## src/eeq_pkg.sv

```systemverilog
// Package for the error event queue: constants, codes, strings and carriers
`default_nettype none
package eeq_pkg;

  // ----------------------------------------------------------------------
  // Queue geometry
  // ----------------------------------------------------------------------
  localparam int unsigned QUEUE_DEPTH  = 30;
  localparam int unsigned QUEUE_USABLE = 29;
  localparam int unsigned PTR_W        = 5;
  localparam int unsigned CODE_W       = 16;
  localparam int unsigned DATA_W       = 32;
  localparam int unsigned ADDR_W       = 8;
  localparam logic [PTR_W-1:0] PTR_LAST   = 5'h1D;
  localparam logic [PTR_W-1:0] CNT_USABLE = 5'h1D;
  localparam logic [PTR_W-1:0] CNT_FULL   = 5'h1E;

  // ----------------------------------------------------------------------
  // Error codes (two's complement, 16 bits)
  // ----------------------------------------------------------------------
  localparam logic signed [CODE_W-1:0] CODE_NONE     = 16'sh0000;
  localparam logic signed [CODE_W-1:0] CODE_OVERFLOW = 16'shFEA2;
  localparam logic signed [CODE_W-1:0] CODE_SYNTAX   = 16'shFF9A;
  localparam logic signed [CODE_W-1:0] CODE_GET      = 16'shFF97;
  localparam logic signed [CODE_W-1:0] CODE_UNDEF    = 16'shFF8F;
  localparam logic signed [CODE_W-1:0] CODE_EXEC     = 16'shFF38;
  localparam logic signed [CODE_W-1:0] CODE_SELFTEST = 16'shFEB6;
  // Class bounds: upper end (least magnitude) and lower end of each range
  localparam logic signed [CODE_W-1:0] CMD_HI   = 16'shFF9C;
  localparam logic signed [CODE_W-1:0] CMD_LO   = 16'shFF39;
  localparam logic signed [CODE_W-1:0] EXEC_HI  = 16'shFF38;
  localparam logic signed [CODE_W-1:0] EXEC_LO  = 16'shFED5;
  localparam logic signed [CODE_W-1:0] DEV_HI   = 16'shFED4;
  localparam logic signed [CODE_W-1:0] DEV_LO   = 16'shFE71;
  localparam logic signed [CODE_W-1:0] QUERY_HI = 16'shFE70;
  localparam logic signed [CODE_W-1:0] QUERY_LO = 16'shFE0D;

  // ----------------------------------------------------------------------
  // Event status bits and register map
  // ----------------------------------------------------------------------
  localparam int unsigned ESR_W         = 8;
  localparam int unsigned ESR_QUERY_BIT = 2;
  localparam int unsigned ESR_DEV_BIT   = 3;
  localparam int unsigned ESR_EXEC_BIT  = 4;
  localparam int unsigned ESR_CMD_BIT   = 5;
  localparam logic [ADDR_W-1:0] REG_ERRQ   = 8'h00;
  localparam logic [ADDR_W-1:0] REG_STATUS = 8'h04;
  localparam logic [ADDR_W-1:0] REG_ESR    = 8'h08;
  localparam logic [ADDR_W-1:0] REG_CLS    = 8'h0C;
  localparam logic [ADDR_W-1:0] REG_RESP   = 8'h10;
  localparam logic [ADDR_W-1:0] REG_DISP   = 8'h14;
  localparam int unsigned ERRQ_CLASS_LSB  = 16;
  localparam int unsigned STAT_EMPTY_BIT  = 5;
  localparam int unsigned STAT_OVF_BIT    = 6;
  localparam int unsigned RESP_VALID_BIT  = 8;
  localparam int unsigned DISP_VALID_BIT  = 16;

  // ----------------------------------------------------------------------
  // Response characters and description strings
  // ----------------------------------------------------------------------
  localparam logic [7:0] CH_PLUS  = 8'h2B;
  localparam logic [7:0] CH_MINUS = 8'h2D;
  localparam logic [7:0] CH_COMMA = 8'h2C;
  localparam logic [7:0] CH_QUOTE = 8'h22;
  localparam logic [7:0] CH_ZERO  = 8'h30;
  localparam logic [2:0] DIG_LAST = 3'h4;
  localparam int unsigned STR_BYTES = 22;
  localparam int unsigned STR_W     = 8 * STR_BYTES;
  localparam logic [STR_W-1:0] TXT_NONE  = "No error";
  localparam logic [STR_W-1:0] TXT_CMD   = "Command error";
  localparam logic [STR_W-1:0] TXT_EXEC  = "Execution error";
  localparam logic [STR_W-1:0] TXT_DEV   = "Device-specific error";
  localparam logic [STR_W-1:0] TXT_QUERY = "Query error";
  localparam logic [STR_W-1:0] TXT_OVF   = "Queue overflow";
  localparam logic [STR_W-1:0] TXT_INSTR = "Instrument error";

  // ----------------------------------------------------------------------
  // Types
  // ----------------------------------------------------------------------
  typedef enum logic [2:0] {
    CLS_NONE, CLS_CMD, CLS_EXEC, CLS_DEV, CLS_QUERY, CLS_INSTR, CLS_OVF
  } eeq_class_type;

  typedef struct packed {
    logic [ADDR_W-1:0] addr;
    logic [DATA_W-1:0] wdata;
    logic              wr;
    logic              rd;
  } eeq_bus_req_type;

  typedef struct packed {
    logic                     codeValid;
    logic signed [CODE_W-1:0] code;
    logic                     syntaxErr;
    logic                     badHeader;
    logic                     getInMsg;
    logic                     rangeErr;
    logic                     paramRounded;
    logic                     execFail;
    logic                     selfTestFail;
  } eeq_event_type;

endpackage : eeq_pkg

`default_nettype wire

```

## src/error_event_queue.sv

```systemverilog
// Error event queue: classification, 30-entry queue, query formatter
`timescale 1ns/1ps
`default_nettype none

module error_event_queue (
  input  wire logic                          mclk,
  input  wire logic                          nrst,
  input  wire eeq_pkg::eeq_bus_req_type      busReq,
  output logic [eeq_pkg::DATA_W-1:0]         busRdata,
  input  wire eeq_pkg::eeq_event_type        errEvent,
  input  wire logic                          measResultValid,
  output logic [eeq_pkg::ESR_W-1:0]          esrEvents,
  output logic signed [eeq_pkg::CODE_W-1:0]  dispCode,
  output logic                               dispShowErr
);
  // ----------------------------------------------------------------------
  // Helper functions
  // ----------------------------------------------------------------------
  // Range classification of a code
  function automatic eeq_pkg::eeq_class_type classOf(
    input logic signed [eeq_pkg::CODE_W-1:0] c);
    eeq_pkg::eeq_class_type k;
    k = eeq_pkg::CLS_NONE;
    if (c == eeq_pkg::CODE_OVERFLOW)
      k = eeq_pkg::CLS_OVF;
    else if (c <= eeq_pkg::CMD_HI && c >= eeq_pkg::CMD_LO)
      k = eeq_pkg::CLS_CMD;
    else if (c <= eeq_pkg::EXEC_HI && c >= eeq_pkg::EXEC_LO)
      k = eeq_pkg::CLS_EXEC;
    else if (c <= eeq_pkg::DEV_HI && c >= eeq_pkg::DEV_LO)
      k = eeq_pkg::CLS_DEV;
    else if (c <= eeq_pkg::QUERY_HI && c >= eeq_pkg::QUERY_LO)
      k = eeq_pkg::CLS_QUERY;
    else if (c > eeq_pkg::CODE_NONE)
      k = eeq_pkg::CLS_INSTR;
    return k;
  endfunction : classOf
  // Description text of a class
  function automatic logic [eeq_pkg::STR_W-1:0] textOf(
    input eeq_pkg::eeq_class_type k);
    logic [eeq_pkg::STR_W-1:0] t;
    t = eeq_pkg::TXT_NONE;
    unique case (k)
      eeq_pkg::CLS_NONE:  t = eeq_pkg::TXT_NONE;
      eeq_pkg::CLS_CMD:   t = eeq_pkg::TXT_CMD;
      eeq_pkg::CLS_EXEC:  t = eeq_pkg::TXT_EXEC;
      eeq_pkg::CLS_DEV:   t = eeq_pkg::TXT_DEV;
      eeq_pkg::CLS_QUERY: t = eeq_pkg::TXT_QUERY;
      eeq_pkg::CLS_INSTR: t = eeq_pkg::TXT_INSTR;
      eeq_pkg::CLS_OVF:   t = eeq_pkg::TXT_OVF;
      default:            t = eeq_pkg::TXT_NONE;
    endcase
    return t;
  endfunction : textOf
  // Index of first non-zero byte; strings sit right-justified
  function automatic logic [4:0] textStart(
    input logic [eeq_pkg::STR_W-1:0] t);
    logic [4:0] s;
    logic       found;
    s = 5'h00;
    found = 1'b0;
    for (int i = 0; i < eeq_pkg::STR_BYTES; i++) begin
      if (!found && t[eeq_pkg::STR_W-1-8*i -: 8] == 8'h00)
        s = 5'(i + 1);
      else
        found = 1'b1;
    end
    return s;
  endfunction : textStart
  // One decimal digit of a magnitude, position 0 is ten thousands
  function automatic logic [3:0] digitOf(input logic [15:0] m,
                                         input logic [2:0]  p);
    logic [15:0] d;
    d = 16'h0000;
    unique case (p)
      3'h0:    d = m / 16'h2710;
      3'h1:    d = (m / 16'h03E8) % 16'h000A;
      3'h2:    d = (m / 16'h0064) % 16'h000A;
      3'h3:    d = (m / 16'h000A) % 16'h000A;
      default: d = m % 16'h000A;
    endcase
    return d[3:0];
  endfunction : digitOf
  // ----------------------------------------------------------------------
  // Event selection and classification
  // ----------------------------------------------------------------------
  logic                             evtValid;
  logic signed [eeq_pkg::CODE_W-1:0] evtCode;
  eeq_pkg::eeq_class_type           evtClass;
  // Command events outrank execution ones so one event is one class only
  always_comb begin
    evtValid = 1'b1;
    evtCode  = eeq_pkg::CODE_NONE;
    if (errEvent.codeValid)
      evtCode = errEvent.code;
    else if (errEvent.syntaxErr)
      evtCode = eeq_pkg::CODE_SYNTAX;
    else if (errEvent.badHeader)
      evtCode = eeq_pkg::CODE_UNDEF;
    else if (errEvent.getInMsg)
      evtCode = eeq_pkg::CODE_GET;
    else if (errEvent.rangeErr && errEvent.paramRounded)
      evtCode = eeq_pkg::CODE_EXEC;
    else if (errEvent.execFail)
      evtCode = eeq_pkg::CODE_EXEC;
    else if (errEvent.selfTestFail)
      evtCode = eeq_pkg::CODE_SELFTEST;
    else
      evtValid = 1'b0;
    if (evtCode == eeq_pkg::CODE_NONE)
      evtValid = 1'b0;
  end

  assign evtClass = classOf(evtCode);
  // ----------------------------------------------------------------------
  // Bus decode
  // ----------------------------------------------------------------------
  logic queryPop;
  logic clsCmd;
  logic esrWrite;
  logic respRead;
  assign queryPop = busReq.rd && busReq.addr == eeq_pkg::REG_ERRQ;
  assign respRead = busReq.rd && busReq.addr == eeq_pkg::REG_RESP;
  assign clsCmd   = busReq.wr && busReq.addr == eeq_pkg::REG_CLS;
  assign esrWrite = busReq.wr && busReq.addr == eeq_pkg::REG_ESR;
  // ----------------------------------------------------------------------
  // Queue storage and pointers
  // ----------------------------------------------------------------------
  logic signed [eeq_pkg::CODE_W-1:0] queueMem [eeq_pkg::QUEUE_DEPTH];
  logic [eeq_pkg::PTR_W-1:0] head_ff;
  logic [eeq_pkg::PTR_W-1:0] tail_ff;
  logic [eeq_pkg::PTR_W-1:0] count_ff;
  logic [eeq_pkg::PTR_W-1:0] countAfterPop;
  logic [eeq_pkg::PTR_W-1:0] nxt_count;
  logic                      popDone;
  logic                      pushOrdinary;
  logic                      pushMarker;
  logic                      pushAny;
  logic signed [eeq_pkg::CODE_W-1:0] headCode;
  logic signed [eeq_pkg::CODE_W-1:0] pushCode;

  assign popDone  = queryPop && count_ff != '0;
  assign headCode = popDone ? queueMem[head_ff] : eeq_pkg::CODE_NONE;
  // Pop is applied before a same-cycle push
  assign countAfterPop = popDone ? count_ff - 5'h01 : count_ff;
  assign pushOrdinary  = evtValid && !clsCmd &&
                         countAfterPop < eeq_pkg::CNT_USABLE;
  assign pushMarker    = evtValid && !clsCmd &&
                         countAfterPop == eeq_pkg::CNT_USABLE;
  assign pushAny  = pushOrdinary || pushMarker;
  assign pushCode = pushMarker ? eeq_pkg::CODE_OVERFLOW : evtCode;
  assign nxt_count = countAfterPop + (pushAny ? 5'h01 : 5'h00);
  // Pointers wrap at thirty; clear-status drops everything at once
  always_ff @(posedge mclk or negedge nrst) begin
    if (!nrst) begin
      head_ff  <= '0;
      tail_ff  <= '0;
      count_ff <= '0;
    end else if (clsCmd) begin
      head_ff  <= '0;
      tail_ff  <= '0;
      count_ff <= '0;
    end else begin
      if (popDone)
        head_ff <= (head_ff == eeq_pkg::PTR_LAST) ? '0 : head_ff + 5'h01;
      if (pushAny)
        tail_ff <= (tail_ff == eeq_pkg::PTR_LAST) ? '0 : tail_ff + 5'h01;
      count_ff <= nxt_count;
    end
  end

  // Tail write; storage has no reset since pointers guard it
  always_ff @(posedge mclk) begin
    if (pushAny)
      queueMem[tail_ff] <= pushCode;
  end

  // ----------------------------------------------------------------------
  // Event status bits
  // ----------------------------------------------------------------------
  logic [eeq_pkg::ESR_W-1:0] esr_ff;
  logic [eeq_pkg::ESR_W-1:0] esrSet;
  logic                      evtTaken;
  // Dropped errors still count as events: full queue is no excuse
  assign evtTaken = evtValid && !clsCmd;
  always_comb begin
    esrSet = '0;
    if (evtTaken) begin
      unique case (evtClass)
        eeq_pkg::CLS_CMD:   esrSet[eeq_pkg::ESR_CMD_BIT]   = 1'b1;
        eeq_pkg::CLS_EXEC:  esrSet[eeq_pkg::ESR_EXEC_BIT]  = 1'b1;
        eeq_pkg::CLS_DEV,
        eeq_pkg::CLS_INSTR,
        eeq_pkg::CLS_OVF:   esrSet[eeq_pkg::ESR_DEV_BIT]   = 1'b1;
        eeq_pkg::CLS_QUERY: esrSet[eeq_pkg::ESR_QUERY_BIT] = 1'b1;
        default:            esrSet = '0;
      endcase
    end
    if (pushMarker)
      esrSet[eeq_pkg::ESR_DEV_BIT] = 1'b1;
  end

  // Write one to clear; a same-cycle set wins over the clear
  always_ff @(posedge mclk or negedge nrst) begin
    if (!nrst)
      esr_ff <= '0;
    else if (clsCmd)
      esr_ff <= '0;
    else if (esrWrite)
      esr_ff <= (esr_ff & ~busReq.wdata[eeq_pkg::ESR_W-1:0]) | esrSet;
    else
      esr_ff <= esr_ff | esrSet;
  end

  assign esrEvents = esr_ff;
  // ----------------------------------------------------------------------
  // Front display of the last detected error
  // ----------------------------------------------------------------------
  logic signed [eeq_pkg::CODE_W-1:0] dispCode_ff;
  logic                              dispShow_ff;

  // A new error wins over a measurement result in the same cycle
  always_ff @(posedge mclk or negedge nrst) begin
    if (!nrst) begin
      dispCode_ff <= eeq_pkg::CODE_NONE;
      dispShow_ff <= 1'b0;
    end else if (evtValid) begin
      dispCode_ff <= evtCode;
      dispShow_ff <= 1'b1;
    end else if (measResultValid) begin
      dispShow_ff <= 1'b0;
    end
  end

  assign dispCode    = dispCode_ff;
  assign dispShowErr = dispShow_ff;
  // ----------------------------------------------------------------------
  // Response formatter: sign, digits, comma, quoted text
  // ----------------------------------------------------------------------
  typedef enum logic [2:0] {
    FMT_IDLE, FMT_SIGN, FMT_DIGIT, FMT_COMMA, FMT_OPENQ, FMT_TEXT, FMT_CLOSEQ
  } eeq_fmt_type;

  eeq_fmt_type                 fmtState_ff;
  logic [15:0]                 fmtMag_ff;
  logic                        fmtNeg_ff;
  logic [2:0]                  fmtDig_ff;
  logic [4:0]                  fmtIdx_ff;
  logic [eeq_pkg::STR_W-1:0]   fmtText_ff;
  logic [15:0]                 popMag;
  logic [2:0]                  popFirstDig;
  logic [7:0]                  fmtChar;
  logic [eeq_pkg::STR_W-1:0]   popText;

  // Magnitude and leading-zero suppression of the popped code
  assign popMag = headCode[eeq_pkg::CODE_W-1] ? 16'(-headCode)
                                              : 16'(headCode);
  assign popText = textOf(classOf(headCode));
  always_comb begin
    if (popMag >= 16'h2710)      popFirstDig = 3'h0;
    else if (popMag >= 16'h03E8) popFirstDig = 3'h1;
    else if (popMag >= 16'h0064) popFirstDig = 3'h2;
    else if (popMag >= 16'h000A) popFirstDig = 3'h3;
    else                         popFirstDig = eeq_pkg::DIG_LAST;
  end

  // Character at the current formatter position
  always_comb begin
    fmtChar = 8'h00;
    unique case (fmtState_ff)
      FMT_IDLE:   fmtChar = 8'h00;
      FMT_SIGN:   fmtChar = fmtNeg_ff ? eeq_pkg::CH_MINUS
                                      : eeq_pkg::CH_PLUS;
      FMT_DIGIT:  fmtChar = eeq_pkg::CH_ZERO +
                            {4'h0, digitOf(fmtMag_ff, fmtDig_ff)};
      FMT_COMMA:  fmtChar = eeq_pkg::CH_COMMA;
      FMT_OPENQ,
      FMT_CLOSEQ: fmtChar = eeq_pkg::CH_QUOTE;
      FMT_TEXT:   fmtChar = fmtText_ff[eeq_pkg::STR_W-1-8*fmtIdx_ff -: 8];
    endcase
  end

  // Every query reloads the formatter; each character read advances it
  always_ff @(posedge mclk or negedge nrst) begin
    if (!nrst) begin
      fmtState_ff <= FMT_IDLE;
      fmtMag_ff   <= '0;
      fmtNeg_ff   <= 1'b0;
      fmtDig_ff   <= '0;
      fmtIdx_ff   <= '0;
      fmtText_ff  <= '0;
    end else if (queryPop) begin
      fmtState_ff <= FMT_SIGN;
      fmtMag_ff   <= popMag;
      fmtNeg_ff   <= headCode[eeq_pkg::CODE_W-1];
      fmtDig_ff   <= popFirstDig;
      fmtIdx_ff   <= textStart(popText);
      fmtText_ff  <= popText;
    end else if (respRead) begin
      unique case (fmtState_ff)
        FMT_IDLE:   fmtState_ff <= FMT_IDLE;
        FMT_SIGN:   fmtState_ff <= FMT_DIGIT;
        FMT_DIGIT: begin
          if (fmtDig_ff == eeq_pkg::DIG_LAST)
            fmtState_ff <= FMT_COMMA;
          else
            fmtDig_ff <= fmtDig_ff + 3'h1;
        end
        FMT_COMMA:  fmtState_ff <= FMT_OPENQ;
        FMT_OPENQ:  fmtState_ff <= FMT_TEXT;
        FMT_TEXT: begin
          if (fmtIdx_ff == 5'(eeq_pkg::STR_BYTES - 1))
            fmtState_ff <= FMT_CLOSEQ;
          else
            fmtIdx_ff <= fmtIdx_ff + 5'h01;
        end
        FMT_CLOSEQ: fmtState_ff <= FMT_IDLE;
      endcase
    end
  end

  // ----------------------------------------------------------------------
  // Read data, one cycle after the strobe
  // ----------------------------------------------------------------------
  logic [eeq_pkg::DATA_W-1:0] rdData_ff;
  logic [eeq_pkg::DATA_W-1:0] nxt_rdData;

  // Unmapped addresses read as zero
  always_comb begin
    nxt_rdData = '0;
    if (busReq.rd) begin
      unique case (busReq.addr)
        eeq_pkg::REG_ERRQ: begin
          nxt_rdData[eeq_pkg::CODE_W-1:0] = headCode;
          nxt_rdData[eeq_pkg::ERRQ_CLASS_LSB +: 3] = classOf(headCode);
        end
        eeq_pkg::REG_STATUS: begin
          nxt_rdData[eeq_pkg::PTR_W-1:0] = count_ff;
          nxt_rdData[eeq_pkg::STAT_EMPTY_BIT] = count_ff == '0;
          nxt_rdData[eeq_pkg::STAT_OVF_BIT] = count_ff == eeq_pkg::CNT_FULL;
        end
        eeq_pkg::REG_ESR:
          nxt_rdData[eeq_pkg::ESR_W-1:0] = esr_ff;
        eeq_pkg::REG_RESP: begin
          nxt_rdData[7:0] = fmtChar;
          nxt_rdData[eeq_pkg::RESP_VALID_BIT] = fmtState_ff != FMT_IDLE;
        end
        eeq_pkg::REG_DISP: begin
          nxt_rdData[eeq_pkg::CODE_W-1:0] = dispCode_ff;
          nxt_rdData[eeq_pkg::DISP_VALID_BIT] = dispShow_ff;
        end
        default: nxt_rdData = '0;
      endcase
    end
  end

  // Data stands for the single cycle after the read strobe
  always_ff @(posedge mclk or negedge nrst) begin
    if (!nrst)
      rdData_ff <= '0;
    else
      rdData_ff <= nxt_rdData;
  end

  assign busRdata = rdData_ff;
endmodule : error_event_queue

`default_nettype wire

```

## config.mk

```make
export PLATFORM = sky130hd
export DESIGN_NAME = error_event_queue
export DESIGN_NICKNAME = d
export VERILOG_FILES = /design/src/eeq_pkg.sv /design/src/error_event_queue.sv
export SDC_FILE = /design/constraint.sdc
export NUM_CORES = 1
export LEC_CHECK = 0
export ABC_AREA = 1
export ABC_CLOCK_PERIOD_IN_PS = 28900
export BUFFER_PORTS_ARGS = -buffer_cell sky130_fd_sc_hd__buf_2
export CAP_MARGIN = 10
export CORE_UTILIZATION = 63
export DETAILED_ROUTE_END_ITERATION = 8
export PLACE_DENSITY_LB_ADDON = 0.08
export SETUP_SLACK_MARGIN = 0.1
export SLEW_MARGIN = 20
export SYNTH_ARGS = -nofsm -noshare
export SYNTH_HDL_FRONTEND = slang
export SYNTH_SLANG_ARGS = --single-unit
```

## constraint.sdc

```tcl
create_clock -name mclk -period 28.9 [get_ports mclk]
set_clock_uncertainty 0.2 [all_clocks]
set_input_delay 2.89 -clock mclk [delete_from_list [all_inputs] [get_ports mclk]]
set_output_delay 2.89 -clock mclk [all_outputs]
set_load 0.01 [all_outputs]
```

==> flow_summary.toml <==
[yosys]
syn_inst = 3663
synth_area_leaders = "edfxtp_1 43%, dfrtp_1 9.4%, nand2_1 7.1%"
synth-xor-area-share = 0.0278
yosysTopAreaCellShare = 0.433
synth_top_family_by_area = "simple AND/OR/NAND/NOR gates"
synthSimpleGateAreaFrac = 0.194
synth-seq-cells = 605
synthAdderAreaFrac = 0.0417
ys_warn_count = 0
syn_avg_cell_area_um2 = 9.09
synth_cell_types = 82
syn_area_um2 = 33300
muxShareOfSynthArea = 0
synth-edff-count = 480
yosysSeqAreaShare = 0.527
synth_top_flop_cell = "edfxtp_1"
synth_compound_area_frac = 0.147
synth.largest_area_cell = "edfxtp_1"
ys_async_sr_fraction = 0.207

[clock_network]
cts-resized-gates = 0
htree_levels = 2
cts_tree = "built"
postCtsSetupRepairBufs = 0
clock-sinks = 605
clk_pin_slew_worst_paths_ps = 60
clk_latency_ps = 640
holdBufCountCts = 0
clk_path_buf_depth = 3
cts_root_buf = "clkbuf_16"
cts_buffers = 59

[setup_path]
end_kind = "flop"
r2r-start = "fmtDig_ff[1]"
start_kind = "flop"
slowest_delay_ps = 490
startpoint = "fmtDig_ff[1]"
path_class = "flop to flop"
worstPathArrival_ps = 24840
crit_top_cell = "nand2_1"
slowest_stage = "dfrtp_1"
cp.required_ps = 29160
crit_path_max_fanout = 14

[global_route]
grt_pass1_wl_mm = 141
grt.total_usage = 0.338
grt_max_degree = 93
antenna_found_initial = 0
grt_overflow = 0
grt_pass1_vias = 26200

[sta]
finalSetupViolCount = 0
post-route-period-util = 0.850
timing.fmax_ghz = 0.0407
tightestPinTransition_ps = 1110
finalCriticalPeriod_ps = 24570
rsz0062_at_grt = "false"
finalSetupTns_ps = 0
relSlewSlack = 0.260
slew_viol_final = 0
hold_viol = 0

[routing]
wl_per_cell_um = 20.5
met3_length_mm = 7.19
drcViolationCount = 1
top_layer = "met4"
drt-met1-wl_mm = 36.1
initialDrtViolationCount = 2917
finalWirelength_mm = 91.6
first_pass_iters = 8
via_count = 27600
vias_per_cell = 6.19
ant_nets = 0
wl_met2_mm = 44.0

[die]
dieWidth_um = 232
io_pins = 126
dieArea_um2 = 53800
core_area_um2 = 51800
rows = 83
start_util = 0.643
die_h_um = 232

[hold_path]
hold_path_class = "flop to flop"
hp-start = "fmtText_ff[62]"

[cells_and_area]
drive_gt1_frac = 0.109
antenna_cells = 0
area_growth_pct = 9.53
final_cell_mix = "623 x nand2_1, 480 x edfxtp_1, 467 x nor2_1"
nets = 3909
layout_commonest_cell = "nand2_1"

[place]
hpwl_mm = 61.4
port_buffers = 88
gp_congestion = 0.961

[status]
violations = "DRC"
status = "complete, but fails checks"

[flow_run]
cap_violations = 0
state kept, by name (all words and copies together), names as in the netlist, 5 cells and up:
register and cells:
head_ff 5, fmtIdx_ff 5, count_ff 5, queueMem 480, busRdata 19, dispCode 16, tail_ff 5, fmtMag_ff 16
esrEvents 8, fmtText_ff 38
critical path, delay by kind of cell, from the launching register on:
family                   cells  cell delay, ps
AO/OA/AOI/OAI               30            5570
XOR/XNOR                     1             160
adder cells (fa/ha/maj)     17            5230
buffers and inverters       24            2580
flip-flops                   1             490
AND/OR/NAND/NOR             93           10120
final timing paths:
kind	depth (start not counted)	end	slack (ps)
min	2	fmtText_ff[62]	260
max in group asynchronous	2	head_ff[0]	25320
max reg2reg	165	busRdata[0]	4330
min in group asynchronous	1	busRdata[17]	1980
min reg2reg	2	fmtText_ff[62]	260
max	165	busRdata[0]	4330
layer usage:
layer	track usage	vias to the layer above
li1	-	12800
met1	0.441	13300
met2	0.564	1340
met3	0.0427	252
met4	0.158	0
met5	0	-
through the flow:
| step | utilization | cell area (um^2) | hold WS (ps) | setup WS (ps) | instances |
|---|---|---|---|---|---|
| final | 0.704 | 36500 | 258 | 4330 | 4458 |
| after CTS | 0.704 | 36500 | 263 | 4540 | 4458 |
| after global routing | 0.704 | 36500 | 273 | 1750 | 4458 |
| after floorplan | - | 33400 | 223 | 8160 | 3675 |
| after global placement | 0.665 | 34500 | 247 | 5220 | 4348 |
| after detailed placement | 0.665 | 34500 | 247 | 4590 | 4348 |
cell type report:
type	count	area, um^2
flip-flops and latches	605	17500
fillers	3883	15300
multi-input cells	2538	13800
clock buffers	72	1570
inverters	376	1420
repair buffers	149	908
well taps	680	851
clock inverters	38	425
logic make-up after synthesis:
logic type / Yosys count
AND/OR/NAND/NOR: 1475
flip-flops: 605
adder cells (fa/ha/maj): 111
XOR/XNOR: 103
buffers and inverters: 532
AO/OA/AOI/OAI: 836
other: 1
cells in the mapped netlist, drive strengths merged, types with 24 or more instances:
library cell and count:
nand3 161, inv 365, xor2 70, o211ai 26, o22ai 105, nor3 41
buf 24, nand2 698, dfrtp 125, xnor2 33, clkbuf 131, edfxtp 480
nor2 489, nand4 41, ha 111, o21ai 417, a21oi 149
Power is not shown: default switching activity piles up to over one toggle a cycle in this logic, so the estimate is an artifact.
